==> config.mk <==
export PLATFORM = sky130hd
export DESIGN_NAME = nvm_self_write
export DESIGN_NICKNAME = d
export VERILOG_FILES = /design/src/rtl/nvm_pkg.sv /design/src/rtl/nvm_self_write.sv
export VERILOG_INCLUDE_DIRS = /design/src /design/src/rtl
export SDC_FILE = /design/constraint.sdc
export NUM_CORES = 1
export LEC_CHECK = 0
export ABC_AREA = 0
export BUFFER_PORTS_ARGS = -buffer_cell sky130_fd_sc_hd__buf_2
export CORE_MARGIN = 2
export CORE_UTILIZATION = 30
export DETAILED_ROUTE_END_ITERATION = 8
export GPL_TIMING_DRIVEN = 0
export SLEW_MARGIN = 20
export SYNTH_ARGS = -nofsm -noshare
export SYNTH_HDL_FRONTEND = slang
export SYNTH_SLANG_ARGS = --single-unit
==> constraint.sdc <==
create_clock -name i_ref_clk -period 2.4 [get_ports i_ref_clk]
set_clock_uncertainty 0.1 [all_clocks]
set_input_delay 0.24 -clock i_ref_clk [delete_from_list [all_inputs] [get_ports i_ref_clk]]
set_output_delay 0.24 -clock i_ref_clk [all_outputs]
set_load 0.005 [all_outputs]
==> src/rtl/nvm_defines.svh <==
// Constants of the nonvolatile self-write controller
// What this block does
// - Write starts only after 55h, AAh, start
// - Start bit refused while write enable clear
// - Hardware never clears the write enable bit
// - Started cycle runs on despite enable clearing
// - Data write end clears start, sets done
// - Program read uses second cycle, squashes it
// - Read data held until next read/write
// - Program-space start handled per variant parameter
// - Program write only in unprotected segments
// - Program blocks are eight aligned words
// - Block write erases sixteen, programs eight
// - Word 111 commits buffer, others only fill
// - Two setup cycles follow program start
// - Buffer fills instant; erase stalls core 4ms
// - Core resumes at third instruction after start
// - Program select clear after reset
// - Read/start bits only set by software
`ifndef NVM_DEFINES_SVH
`define NVM_DEFINES_SVH
// ----------------------------------------------------------------
// Register offsets on the plain register port
// ----------------------------------------------------------------
`define NVM_OFF_ADDR_LOW  3'h0
`define NVM_OFF_ADDR_HIGH 3'h1
`define NVM_OFF_DATA_LOW  3'h2
`define NVM_OFF_DATA_HIGH 3'h3
`define NVM_OFF_CONTROL   3'h4
`define NVM_OFF_UNLOCK    3'h5
`define NVM_OFF_STATUS    3'h6
// ----------------------------------------------------------------
// Field positions and values
// ----------------------------------------------------------------
`define NVM_BIT_PGD   7
`define NVM_BIT_WRITE_ENABLE_BIT  2
`define NVM_BIT_WR    1
`define NVM_BIT_RD    0
`define NVM_BIT_DONE  0
`define NVM_KEY_FIRST  8'h55
`define NVM_KEY_SECOND 8'hAA
`define NVM_BLOCK_LAST 3'h7
`define NVM_RST_BYTE   8'h00
// Self-write protection limits (word addresses)
`define NVM_PROT_LIMIT_LOW 13'h0100
`define NVM_PROT_LIMIT_MID 13'h0800
// ----------------------------------------------------------------
// Timing
// ----------------------------------------------------------------
`define NVM_CLK_MHZ          125
`define NVM_ERASE_TIME_US    4000
`define NVM_EE_WRITE_TIME_US 4000
`define NVM_SETUP_CYC        19'h00002
`define NVM_CNT_W            19
`endif

==> src/rtl/nvm_pkg.sv <==
// Types shared by the nonvolatile self-write controller
package nvm_pkg;
  // Control sequencer states
  typedef enum logic [2:0] {
    S_IDLE, S_RD_WAIT, S_RD_SLOT, S_EE_WRITE, S_PM_SETUP, S_PM_ERASE
  } nvm_state_t;
  // Unlock sequence progress
  typedef enum logic [1:0] {UL_IDLE, UL_HALF, UL_ARMED} nvm_unlock_t;
  // Control register bits
  typedef struct packed {
    logic pgd;
    logic write_enable_bit;
    logic wr;
    logic rd;
  } nvm_ctl_t;
  // Requests toward the memory arrays
  typedef struct packed {
    logic        ee_wr;
    logic        ee_rd;
    logic        pm_rd;
    logic        pm_commit;
    logic [12:0] addr;
    logic [13:0] data;
  } nvm_mem_req_t;
  // Eight-word program write buffer
  typedef logic [7:0][13:0] nvm_pm_buf_t;
endpackage : nvm_pkg

==> src/rtl/nvm_self_write.sv <==
// Self-write controller for data EEPROM and program flash
//
// Strobed register access and the register offsets were chosen for this implementation.
`timescale 1ns/10ps
`include "nvm_defines.svh"
module nvm_self_write #(
  parameter int P_EE_WRITE_CYC = `NVM_EE_WRITE_TIME_US * `NVM_CLK_MHZ,
  parameter int P_ERASE_CYC    = `NVM_ERASE_TIME_US * `NVM_CLK_MHZ,
  parameter bit P_PGM_WRITE_EN = 1'b1
) (
  input  wire logic                 i_ref_clk,
  input  wire logic                 i_reset,
  input  wire logic                 i_ce,
  input  wire logic [2:0]           i_addr,
  input  wire logic [7:0]           i_wdata,
  input  wire logic                 i_wr,
  input  wire logic                 i_rd,
  output logic      [7:0]           o_rdata,
  input  wire logic [1:0]           i_wrt_protect_cfg,
  input  wire logic [7:0]           i_ee_rdata,
  input  wire logic [13:0]          i_pm_rdata,
  output nvm_pkg::nvm_mem_req_t     o_mem,
  output nvm_pkg::nvm_pm_buf_t      o_pm_buf,
  output logic                      o_cpu_stall,
  output logic                      o_cpu_squash,
  output logic                      o_write_done_flag
);
  // ----------------------------------------------------------------
  // Helper functions
  // ----------------------------------------------------------------
  // True when a program word lies in a self-write protected segment
  function automatic logic prot_hit(input logic [1:0]  cfg,
                                    input logic [12:0] a);
    logic hit;
    case (cfg)
      2'b11:   hit = 1'b0;
      2'b10:   hit = (a < `NVM_PROT_LIMIT_LOW);
      2'b01:   hit = (a < `NVM_PROT_LIMIT_MID);
      default: hit = 1'b1;
    endcase
    return hit;
  endfunction : prot_hit

  // Register write decode
  function automatic logic wr_hit(input logic       stb,
                                  input logic [2:0] a,
                                  input logic [2:0] off);
    return stb && (a == off);
  endfunction : wr_hit

  // ----------------------------------------------------------------
  // State
  // ----------------------------------------------------------------
  logic [7:0]                     addr_lo_q;  // Low address byte
  logic [4:0]                     addr_hi_q;  // High address bits
  logic [7:0]                     data_lo_q;  // Low data byte
  logic [5:0]                     data_hi_q;  // High data bits
  nvm_pkg::nvm_ctl_t              ctl_q;      // Control bits
  logic                           done_q;     // Write done flag
  nvm_pkg::nvm_state_t            state_q;    // Sequencer
  nvm_pkg::nvm_unlock_t           ul_q;       // Unlock progress
  logic [`NVM_CNT_W-1:0]          cnt_q;      // Cycle down counter
  nvm_pkg::nvm_pm_buf_t           buf_q;      // Program buffer
  logic [7:0]                     rdata_q;    // Registered read data

  // ----------------------------------------------------------------
  // Decode
  // ----------------------------------------------------------------
  wire        bus_we    = i_ce && i_wr;
  wire        we_alo    = wr_hit(bus_we, i_addr, `NVM_OFF_ADDR_LOW);
  wire        we_ahi    = wr_hit(bus_we, i_addr, `NVM_OFF_ADDR_HIGH);
  wire        we_dlo    = wr_hit(bus_we, i_addr, `NVM_OFF_DATA_LOW);
  wire        we_dhi    = wr_hit(bus_we, i_addr, `NVM_OFF_DATA_HIGH);
  wire        we_ctl    = wr_hit(bus_we, i_addr, `NVM_OFF_CONTROL);
  wire        we_ul     = wr_hit(bus_we, i_addr, `NVM_OFF_UNLOCK);
  wire        we_st     = wr_hit(bus_we, i_addr, `NVM_OFF_STATUS);
  wire [12:0] word_addr = {addr_hi_q, addr_lo_q};
  wire        idle      = (state_q == nvm_pkg::S_IDLE);
  wire        cnt_zero  = (cnt_q == '0);
  wire        last_word = (addr_lo_q[2:0] == `NVM_BLOCK_LAST);
  // Software tries to set the start bit
  wire        wr_try    = we_ctl && i_wdata[`NVM_BIT_WR] && !ctl_q.wr;
  // Start accepted only armed, enabled and with nothing in flight
  wire        wr_go     = wr_try && (ul_q == nvm_pkg::UL_ARMED) &&
                          ctl_q.write_enable_bit && idle && !ctl_q.rd;
  // Program start refused: variant disables it or segment protected
  wire        pm_refuse = ctl_q.pgd &&
                          (!P_PGM_WRITE_EN ||
                           prot_hit(i_wrt_protect_cfg, word_addr));
  wire        wr_start  = wr_go && !pm_refuse;
  // Start and read in one write: start wins, else rd would never clear
  wire        rd_start  = we_ctl && i_wdata[`NVM_BIT_RD] && !ctl_q.rd &&
                          idle && !wr_start;
  wire        in_slot   = (state_q == nvm_pkg::S_RD_SLOT);
  wire [13:0] rd_word   = ctl_q.pgd ? i_pm_rdata :
                          {data_hi_q, i_ee_rdata};
  wire        ee_end    = (state_q == nvm_pkg::S_EE_WRITE) && cnt_zero;
  wire        pm_end    = (state_q == nvm_pkg::S_PM_ERASE) && cnt_zero;
  wire        setup_end = (state_q == nvm_pkg::S_PM_SETUP) && cnt_zero;
  wire        wr_end    = ee_end || pm_end || (setup_end && !last_word);

  // ----------------------------------------------------------------
  // Read mux
  // ----------------------------------------------------------------
  logic [7:0] rmux;
  always_comb begin
    rmux = `NVM_RST_BYTE;
    case (i_addr)
      `NVM_OFF_ADDR_LOW:  rmux = addr_lo_q;
      `NVM_OFF_ADDR_HIGH: rmux = {3'h0, addr_hi_q};
      `NVM_OFF_DATA_LOW:  rmux = data_lo_q;
      `NVM_OFF_DATA_HIGH: rmux = {2'h0, data_hi_q};
      `NVM_OFF_CONTROL:   rmux = {ctl_q.pgd, 4'h0, ctl_q.write_enable_bit,
                                  ctl_q.wr, ctl_q.rd};
      `NVM_OFF_STATUS:    rmux = {7'h00, done_q};
      default:            rmux = `NVM_RST_BYTE; // Unlock port reads 0
    endcase
  end

  // ----------------------------------------------------------------
  // Address and data registers
  // ----------------------------------------------------------------
  // A read landing wins over a software write in the same cycle
  always_ff @(posedge i_ref_clk) begin
    if (i_reset) begin
      addr_lo_q <= 8'h00;
      addr_hi_q <= 5'h00;
      data_lo_q <= 8'h00;
      data_hi_q <= 6'h00;
    end else if (i_ce) begin
      if (we_alo) addr_lo_q <= i_wdata;
      if (we_ahi) addr_hi_q <= i_wdata[4:0];
      if (in_slot) begin
        data_lo_q <= rd_word[7:0];
        data_hi_q <= rd_word[13:8];
      end else begin
        if (we_dlo) data_lo_q <= i_wdata;
        if (we_dhi) data_hi_q <= i_wdata[5:0];
      end
    end
  end

  // ----------------------------------------------------------------
  // Control bits and done flag
  // ----------------------------------------------------------------
  always_ff @(posedge i_ref_clk) begin
    if (i_reset) begin
      ctl_q  <= '0;
      done_q <= 1'b0;
    end else if (i_ce) begin
      if (we_ctl) begin
        // Select and enable follow software only
        ctl_q.pgd  <= i_wdata[`NVM_BIT_PGD];
        ctl_q.write_enable_bit <= i_wdata[`NVM_BIT_WRITE_ENABLE_BIT];
      end
      // Start and read bits: set by software, cleared by hardware
      if (wr_start) ctl_q.wr <= 1'b1;
      else if (wr_end) ctl_q.wr <= 1'b0;
      if (rd_start) ctl_q.rd <= 1'b1;
      else if (in_slot) ctl_q.rd <= 1'b0;
      // Hardware set beats a software clear in the same cycle
      if (ee_end) done_q <= 1'b1;
      else if (we_st && !i_wdata[`NVM_BIT_DONE]) done_q <= 1'b0;
    end
  end

  // ----------------------------------------------------------------
  // Unlock sequence
  // ----------------------------------------------------------------
  // Any write that is not the next expected step disarms
  always_ff @(posedge i_ref_clk) begin
    if (i_reset) begin
      ul_q <= nvm_pkg::UL_IDLE;
    end else if (bus_we) begin
      if (we_ul && i_wdata == `NVM_KEY_FIRST)
        ul_q <= nvm_pkg::UL_HALF;
      else if (we_ul && i_wdata == `NVM_KEY_SECOND &&
               ul_q == nvm_pkg::UL_HALF)
        ul_q <= nvm_pkg::UL_ARMED;
      else
        ul_q <= nvm_pkg::UL_IDLE;
    end
  end

  // ----------------------------------------------------------------
  // Sequencer
  // ----------------------------------------------------------------
  always_ff @(posedge i_ref_clk) begin
    if (i_reset) begin
      state_q <= nvm_pkg::S_IDLE;
      cnt_q   <= '0;
    end else if (i_ce) begin
      case (state_q)
        nvm_pkg::S_IDLE: begin
          if (wr_start && !ctl_q.pgd) begin
            state_q <= nvm_pkg::S_EE_WRITE;
            cnt_q   <= `NVM_CNT_W'(P_EE_WRITE_CYC - 1);
          end else if (wr_start) begin
            state_q <= nvm_pkg::S_PM_SETUP;
            cnt_q   <= `NVM_SETUP_CYC - `NVM_CNT_W'(1);
          end else if (rd_start && i_wdata[`NVM_BIT_PGD]) begin
            state_q <= nvm_pkg::S_RD_WAIT;
          end else if (rd_start) begin
            state_q <= nvm_pkg::S_RD_SLOT;
          end
        end
        // First instruction after the read request runs normally
        nvm_pkg::S_RD_WAIT: state_q <= nvm_pkg::S_RD_SLOT;
        nvm_pkg::S_RD_SLOT: state_q <= nvm_pkg::S_IDLE;
        // Enable bit is not looked at once running
        nvm_pkg::S_EE_WRITE: begin
          if (cnt_zero) state_q <= nvm_pkg::S_IDLE;
          else          cnt_q   <= cnt_q - `NVM_CNT_W'(1);
        end
        nvm_pkg::S_PM_SETUP: begin
          if (cnt_zero && last_word) begin
            state_q <= nvm_pkg::S_PM_ERASE;
            cnt_q   <= `NVM_CNT_W'(P_ERASE_CYC - 1);
          end else if (cnt_zero) begin
            state_q <= nvm_pkg::S_IDLE;
          end else begin
            cnt_q <= cnt_q - `NVM_CNT_W'(1);
          end
        end
        nvm_pkg::S_PM_ERASE: begin
          if (cnt_zero) state_q <= nvm_pkg::S_IDLE;
          else          cnt_q   <= cnt_q - `NVM_CNT_W'(1);
        end
        default: state_q <= nvm_pkg::S_IDLE;
      endcase
    end
  end

  // ----------------------------------------------------------------
  // Program buffer and read data register
  // ----------------------------------------------------------------
  // Slot chosen by the low address bits keeps blocks aligned
  always_ff @(posedge i_ref_clk) begin
    if (i_reset) begin
      buf_q   <= '0;
      rdata_q <= `NVM_RST_BYTE;
    end else if (i_ce) begin
      if (wr_start && ctl_q.pgd)
        buf_q[addr_lo_q[2:0]] <= {data_hi_q, data_lo_q};
      if (i_rd) rdata_q <= rmux;
    end
  end

  // ----------------------------------------------------------------
  // Outputs
  // ----------------------------------------------------------------
  // Erase covers the sixteen-word region holding this block
  assign o_mem.ee_wr     = i_ce && wr_start && !ctl_q.pgd;
  assign o_mem.ee_rd     = i_ce && in_slot && !ctl_q.pgd;
  assign o_mem.pm_rd     = i_ce && in_slot && ctl_q.pgd;
  assign o_mem.pm_commit = i_ce && pm_end;
  assign o_mem.addr      = word_addr;
  assign o_mem.data      = {data_hi_q, data_lo_q};
  assign o_pm_buf        = buf_q;
  assign o_rdata         = rdata_q;
  // Clocks keep running; only the core is held
  assign o_cpu_stall     = (state_q == nvm_pkg::S_PM_ERASE);
  assign o_cpu_squash    = in_slot && ctl_q.pgd;
  assign o_write_done_flag = done_q;
endmodule : nvm_self_write

==> metrics.yaml, run 1 <==
placed_design:
  place_inst: 1476
  place_area_um2: 9380
  io_buffers: 191
  place_hpwl_um: 20300
  place.gp.congestion: 0.924
die:
  rows: 59
  chipWidth_um: 167
  die_h_um: 167
  dieArea_um2: 28000
  start_util: 0.306
  ios: 194
  coreArea_um2: 26100
flow_run:
  cap_violations: 0
power:
  p_per_area_nw_per_um2: 596
  p_clk_frac: 0.429
  internal-power_mw: 4.61
  p_sw_frac: 0.281
  p_sw_mw: 1.80
  p_leak_nw: 4.28
  p_seq_frac: 0.460
  peakVddDrop_mv: 0.503
  pwr-share-comb: 0.110
synthesis:
  syn_avg_cell_area_um2: 8.41
  synth_cell_type_count: 78
  synth_warnings: 0
  yosysTopAreaCellShare: 0.441
  synth-edff-count: 0
  synth_area_leaders: "dfxtp_1 44%, nand2_1 9.6%, a21oi_1 7.5%"
  syn_nets: 992
  yosysTopAreaCell: "dfxtp_1"
  netlist_area_um2: 7990
  synth_flop_cell: "dfxtp_1"
  synth_seq_cells: 176
  yosys-top-cells-count: "205 x nand2_1, 176 x dfxtp_1, 120 x a21oi_1"
  ys_seq_area_frac: 0.441
  async_flop_share: 0
  synth.most_common_cell: "nand2_1"
  synth_cells: 950
worst_setup_path:
  r2r_cells: 10
  slowest_stage: "or4b_4"
  crit_fanout: 5
  worstPathCellList: "inv_2 -> ha_4 -> or4b_4 -> nand2b_4 -> buf_6 -> nor2_4 -> buf_6 -> and3_4 -> buf_6"
  worstSetupEndpoint: "o_mem[27]"
  crit_start: "cnt_q[0]$_SDFFE_PP0P_"
  cp_data_required_time_ns: 2.06
  start_kind: "register"
  critPathKind: "register to primary output"
  slowest_delay_ns: 0.46
  crit_top_cell: "buf_6"
  reg2reg_to: "cnt_q[1]$_SDFFE_PP0P_"
  r2r_slack_ns: -0.09
  timing.rr.start: "cnt_q[0]$_SDFFE_PP0P_"
  end_kind: "primary output"
  arrival_ns: 2.24
status:
  outcome: "finished, violations left"
  violations: "design-rule violations, negative setup slack"
detailed_routing:
  wl_per_cell_um: 19.2
  routed_via_density: 5.20
  wl_um: 29500
  antenna_left: 0
  drc: 2
  vias: 8008
  first_pass_iters: 8
  drtIter0Drc: 655
timing:
  max_freq_mhz: 388
  grt_setup_unrepaired: "yes"
  timing.setup.tns_ns: -0.367
  worst_pin_slew_ns: 1.02
  slew_headroom: 0.317
  min_period_ns: 2.58
  fin_crit_sh: 1.07
  drv_slew: 0
  setup_violations: 6
  hold_viol: 0
  setup_slack_ns: -0.177
clock_tree:
  clockBufferDepth: 2
  worstSkewPairLatency_ns: 0.43
  clk_pin_slew_worst_paths_ns: 0.08
  h-tree-depth: 4
  cts_buffers: 17
  cts.sinks: 176
  root_buffer: "clkbuf_16"
  cts_tree: "built"
  ctsHoldBuffers: 0
final_layout:
  finalInstanceArea_um2: 10800
  nNetsFinal: 1234
  synthToLayoutAreaGrowth_pct: 34.7
  fin_cells: 1540
  drive_above_1_share: 0.348
  diodes: 0
global_route:
  antenna_found_initial: 0
  grt_usage: 0.201
  grt_pass1_vias: 7460
  grt_max_degree: 20
  grt_first_pass_wirelength_um: 43900
  grt-ovfl-total: 0
worst_hold_path:
  hp-class: "primary input to register"
-- stage by stage --
step | worst slack [ns] | hold WS, ns | util | total power, mW
6_report | -0.177 | 0.0198 | 0.412 | 6.42
5_1_grt | -0.221 | 0.0266 | 0.412 | 6.61
4_1_cts | -0.232 | 0.0119 | 0.393 | 6.37
3_5_place_dp | -0.297 | 0.340 | 0.359 | 3.59
3_3_place_gp | -0.272 | 0.335 | 0.359 | 3.59
2_1_floorplan | 0.0741 | 0.276 | - | 3.39
-- power by group through the flow --
| stage | clock [mW] | combinational [mW] | sequential (mW) |
|---|---|---|---|
| 3_3_place_gp | 0 | 0.570 | 3.02 |
| 3_5_place_dp | 0 | 0.570 | 3.02 |
| 5_1_grt | 2.90 | 0.751 | 2.95 |
| 4_1_cts | 2.79 | 0.629 | 2.95 |
| 2_1_floorplan | 0 | 0.372 | 3.02 |
| 6_report | 2.75 | 0.709 | 2.95 |
-- repair_timing --
action / 4_1_cts / 5_1_grt
hold endpoints to repair: 0 / 0
pin swaps: 20 / 47
resized for setup: 47 / 100
gates cloned: 2 / 4
buffers inserted: 22 / 16
endpoints found under the setup margin: 115 / 113
-- logic make-up after synthesis --
logic type      Yosys count  synth area share
compound gates          212             0.173
flops                   176             0.441
buf+inv                  87            0.0499
mux                      61            0.0823
simple gates            412             0.251
fa+ha+maj                 2           0.00313
-- per-layer routing --
metal	global-route usage	wire length, µm
met1	0.264	12700
met2	0.317	13600
met3	0.0489	2230
met4	0.0832	946
met5	0	0
-- worst max-delay path, delay by kind of cell (launching register included) --
| family | cells | cell delay (ns) |
|---|---|---|
| AND/OR/NAND/NOR | 4 | 0.90 |
| buffers and inverters | 4 | 0.42 |
| flip-flops | 1 | 0.34 |
| adder cells (fa/ha/maj) | 1 | 0.13 |
-- how the worst min path moves through the flow --
stage / start / to / slack, ns / cells after the start
after floorplan: i_wdata[2] / ctl_q[2]$_SDFFE_PP0P_ / 0.28 / 2
after global placement: o_pm_buf[27]$_SDFFE_PP0P_ / o_pm_buf[27]$_SDFFE_PP0P_ / 0.34 / 2
after detailed placement: o_pm_buf[5]$_SDFFE_PP0P_ / o_pm_buf[5]$_SDFFE_PP0P_ / 0.34 / 2
after CTS: i_wdata[6] / addr_lo_q[6]$_SDFFE_PP0P_ / 0.01 / 3
after global routing: i_wdata[5] / addr_lo_q[5]$_SDFFE_PP0P_ / 0.03 / 3
final: i_wdata[6] / addr_lo_q[6]$_SDFFE_PP0P_ / 0.02 / 3
-- area by class of cell --
| cell class | count | area, µm² |
|---|---|---|
| fill | 2655 | 15400 |
| multi-input combinational | 688 | 4460 |
| sequential | 176 | 3550 |
| timing repair buffer | 232 | 1330 |
| clock buffer | 18 | 439 |
| tap | 335 | 419 |
| buffer | 69 | 397 |
| clock inverter | 14 | 141 |
| inverter | 8 | 32.5 |
-- cells in the final DEF (no fill, tap or decap), types with 10 or more instances in the layout --
| cell | n |
|---|---|
| clkbuf_1 | 38 |
| buf_6 | 14 |
| buf_2 | 198 |
| clkbuf_16 | 19 |
| nand2_4 | 10 |
| a21oi_2 | 24 |
| nor2_1 | 87 |
| nand2_2 | 14 |
| dfxtp_1 | 164 |
| a21oi_1 | 105 |
| nor3_1 | 13 |
| mux2i_1 | 50 |
| buf_4 | 39 |
| nand2_1 | 191 |
| nand3_1 | 14 |
-- registers in the layout, indices dropped and copies added (netlist names), 3 cells and up --
register   flops
addr_hi_q      5
addr_lo_q      8
cnt_q         19
ctl_q          4
data_hi_q      6
data_lo_q      8
o_pm_buf     112
o_rdata        8
state_q        3
No activity file was read; power rests on OpenSTA's default activity.
==> inputs of run 2 (changes only) <==
--- a/config.mk
+++ b/config.mk
@@ -8,6 +8,7 @@
 export LEC_CHECK = 0
 export ABC_AREA = 0
 export BUFFER_PORTS_ARGS = -buffer_cell sky130_fd_sc_hd__buf_2
+export CORE_ASPECT_RATIO = 1.1
 export CORE_MARGIN = 2
 export CORE_UTILIZATION = 30
 export DETAILED_ROUTE_END_ITERATION = 8
==> constraint.sdc (replaced) <==
create_clock -name i_ref_clk -period 2.4 [get_ports i_ref_clk]
set_clock_uncertainty 0.1 [all_clocks]
set_input_delay 0.12 -clock i_ref_clk [delete_from_list [all_inputs] [get_ports i_ref_clk]]
set_output_delay 0.12 -clock i_ref_clk [all_outputs]
set_load 0.005 [all_outputs]
==> run 2 against run 1 <==
Net effect: the flow finishes with violations (negative setup slack); sequential power barely moved; register-to-register slack improved by 0.08 ns; critical endpoint is now o_pm_buf[54]$_SDFFE_PP0P_; wire length increased by 1.8%; non-clock buffer count is 29 higher; combinational power rose by 3.5%; largest power group unchanged; cell area up 4.6%; maximum frequency rose by 6.8%; core utilization grew 1.9 points; sequential share of layout area fell by 1.5 points; clock-buffer cell count is the same; total power is 1.2% higher.
==> metrics.yaml, run 2 (synthesized netlist as in run 1, its figures left out) <==
timing:
  grt_setup_unrepaired: "yes"
  worst_pin_slew_ns: 1.03  # +0.0104 ns
  min_period_ns: 2.41  # -0.163 ns
  max_freq_mhz: 414  # +6.8%
  drv_slew: 0  # unchanged
  slew_headroom: 0.310  # -0.00690
  hold-worst-slack_ns: 0.0889  # +0.0691 ns
  hold_viol: 0  # unchanged
  setup_slack_ns: -0.0133  # +0.163 ns
  fin_crit_sh: 1.01  # -0.0681
  setup_violations: 9  # +3
final_layout:
  layout_commonest_cell: "buf_2"
  diodes: 0  # unchanged
  synthToLayoutAreaGrowth_pct: 40.9
  fin_cells: 1585  # +2.9%
  layout_common_cells: "196 x buf_2, 178 x nand2_1, 166 x dfxtp_1"
  nNetsFinal: 1262  # +2.3%
  largest_register_ffs: 112  # unchanged
  drive_above_1_share: 0.368  # +0.0205
detailed_routing:
  first_pass_iters: 5  # -3
  antenna_left: 0  # unchanged
  wl_um: 30100  # +1.8%
  drc: 0  # -2
  wl_per_cell_um: 19.0  # -1.1%
  drtIter0Drc: 748  # +14%
  vias: 8112  # +1.3%
  routed_via_density: 5.12  # -1.6%
die:
  chipWidth_um: 160  # -4.5%
  ios: 194  # unchanged
  dieArea_um2: 28000  # about the same
  coreArea_um2: 26100  # about the same
  start_util: 0.306  # about the same
  die_h_um: 175  # +4.8%
  rows: 62  # +5.1%
placed_design:
  place.gp.congestion: 0.920  # -0.45%
  place_hpwl_um: 20200  # -0.58%
  io_buffers: 191  # unchanged
  pre_cts_slack_ns: -0.372  # -0.0753 ns
  place_inst: 1493  # +1.2%
clock_tree:
  root_buffer: "clkbuf_16"
  clk_pin_slew_worst_paths_ns: 0.07  # about the same
  h-tree-depth: 4  # unchanged
  cts_buffers: 17  # unchanged
  cts.sinks: 176  # unchanged
  worstSkewPairLatency_ns: 0.43  # about the same
  cts_tree: "built"
  clockBufferDepth: 2  # unchanged
worst_setup_path:
  slowest_delay_ns: 0.52  # +0.06 ns
  arrival_ns: 2.62  # +0.38 ns
  crit_fanout: 5  # unchanged
  r2r_cells: 10  # unchanged
  worst-path-buf-inv: 4  # unchanged
  cp_data_required_time_ns: 2.60  # +0.54 ns
  start_kind: "register"
  slowest_stage: "or4_4"
  worstPathCellList: "or4_4 -> o32ai_4 -> buf_12 -> a211oi_4 -> buf_6 -> and4bb_1 -> buf_6 -> buf_16 -> mux2i_1 -> nor2_1"
  critPathKind: "register to register"
  cp_top_family: "simple AND/OR/NAND/NOR gates"
  crit_top_cell: "buf_6"
  path_depth: 10  # +1
  end_kind: "register"
global_route:
  antenna_found_initial: 0  # unchanged
  grt_first_pass_wirelength_um: 44600  # +1.6%
  grt_pass1_vias: 7513  # +0.71%
  grt-ovfl-total: 0  # unchanged
  grt_max_degree: 20  # unchanged
  grt_usage: 0.206  # +0.00508
power:
  p_leak_nw: 4.59  # +7.4%
  finalPower_mw: 6.49  # +1.2%
  p_per_area_nw_per_um2: 576  # -3.3%
  peakVddDrop_mv: 0.494  # -1.7%
flow_run:
  cap_violations: 0  # unchanged
status:
  outcome: "finished, violations left"
  violations: "negative setup slack"
worst_hold_path:
  hold_depth: 5  # +2
  hp-class: "primary input to register"
## run 2: cell types whose count changed in the layout (fill, tap and decap cells not counted), moves of 3 or more
cell           change
inv_6              +3
buf_4              -3
nand2_2            +7
a21oi_1           -12
buf_6             +12
dfxtp_2            -3
nand2_1           -13
nand2_4            +6
dlygate4sd3_1     +15
inv_8              -6
a21oi_2           +12
## run 2: cell type report
class,instances,area (µm²)
clock buffers,18,429
multi-input cells,687,4570
repair buffers,260,1650
well taps,352,440
fillers,2638,14900
clock inverters,14,155
inverters,8,30.0
flip-flops and latches,176,3550
plain buffers,70,435
## run 2: layer usage
layer,track usage,vias to the layer above,share of wire
li1,-,3840,-
met1,0.269,3886,0.43
met2,0.326,339,0.47
met3,0.0579,47,0.079
met4,0.0735,0,0.026
met5,0,-,0
## run 2: final timing paths
path | from | to | slack [ns]
max | addr_hi_q[1]$_SDFFE_PP0P_ | o_pm_buf[54]$_SDFFE_PP0P_ | -0.01
min | i_wr | ctl_q[2]$_SDFFE_PP0P_ | 0.09
max reg2reg | addr_hi_q[1]$_SDFFE_PP0P_ | o_pm_buf[54]$_SDFFE_PP0P_ | -0.01
min reg2reg | o_pm_buf[85]$_SDFFE_PP0P_ | o_pm_buf[85]$_SDFFE_PP0P_ | 0.35
## run 2: timing repair
action,4_1_cts,5_1_grt
setup endpoints to repair,117,122
cloned,2,5
pin swaps,35,72
hold buffers,15,0
hold endpoints to repair,23,0
setup buffers,30,18
resized for setup,85,115
## run 2: stage by stage
stage | TNS (ns) | instance area [µm²] | utilization
2_1_floorplan | 0 | 7990 | -
3_3_place_gp | -21.04 | 9390 | 0.359
3_5_place_dp | -21.93 | 9400 | 0.360
4_1_cts | -1.36 | 10700 | 0.408
5_1_grt | -4.36 | 11300 | 0.431
6_report | -0.0436 | 11300 | 0.431
## run 2: power breakdown
part	switching [mW]	leakage (nW)	internal [mW]	total, mW
sequential	0.0189	1.42	2.93	2.95
clock	1.25	0.282	1.55	2.80
combinational	0.448	2.88	0.286	0.734
## run 2: worst reg2reg max path, stage by stage, from the launching register on
cell      delay [ns]
dfxtp_4         0.35
or4_4           0.52
o32ai_4         0.25
buf_12          0.15
a211oi_4        0.07
buf_6           0.16
and4bb_1        0.19
buf_6           0.14
buf_16          0.14
mux2i_1         0.14
nor2_1          0.07
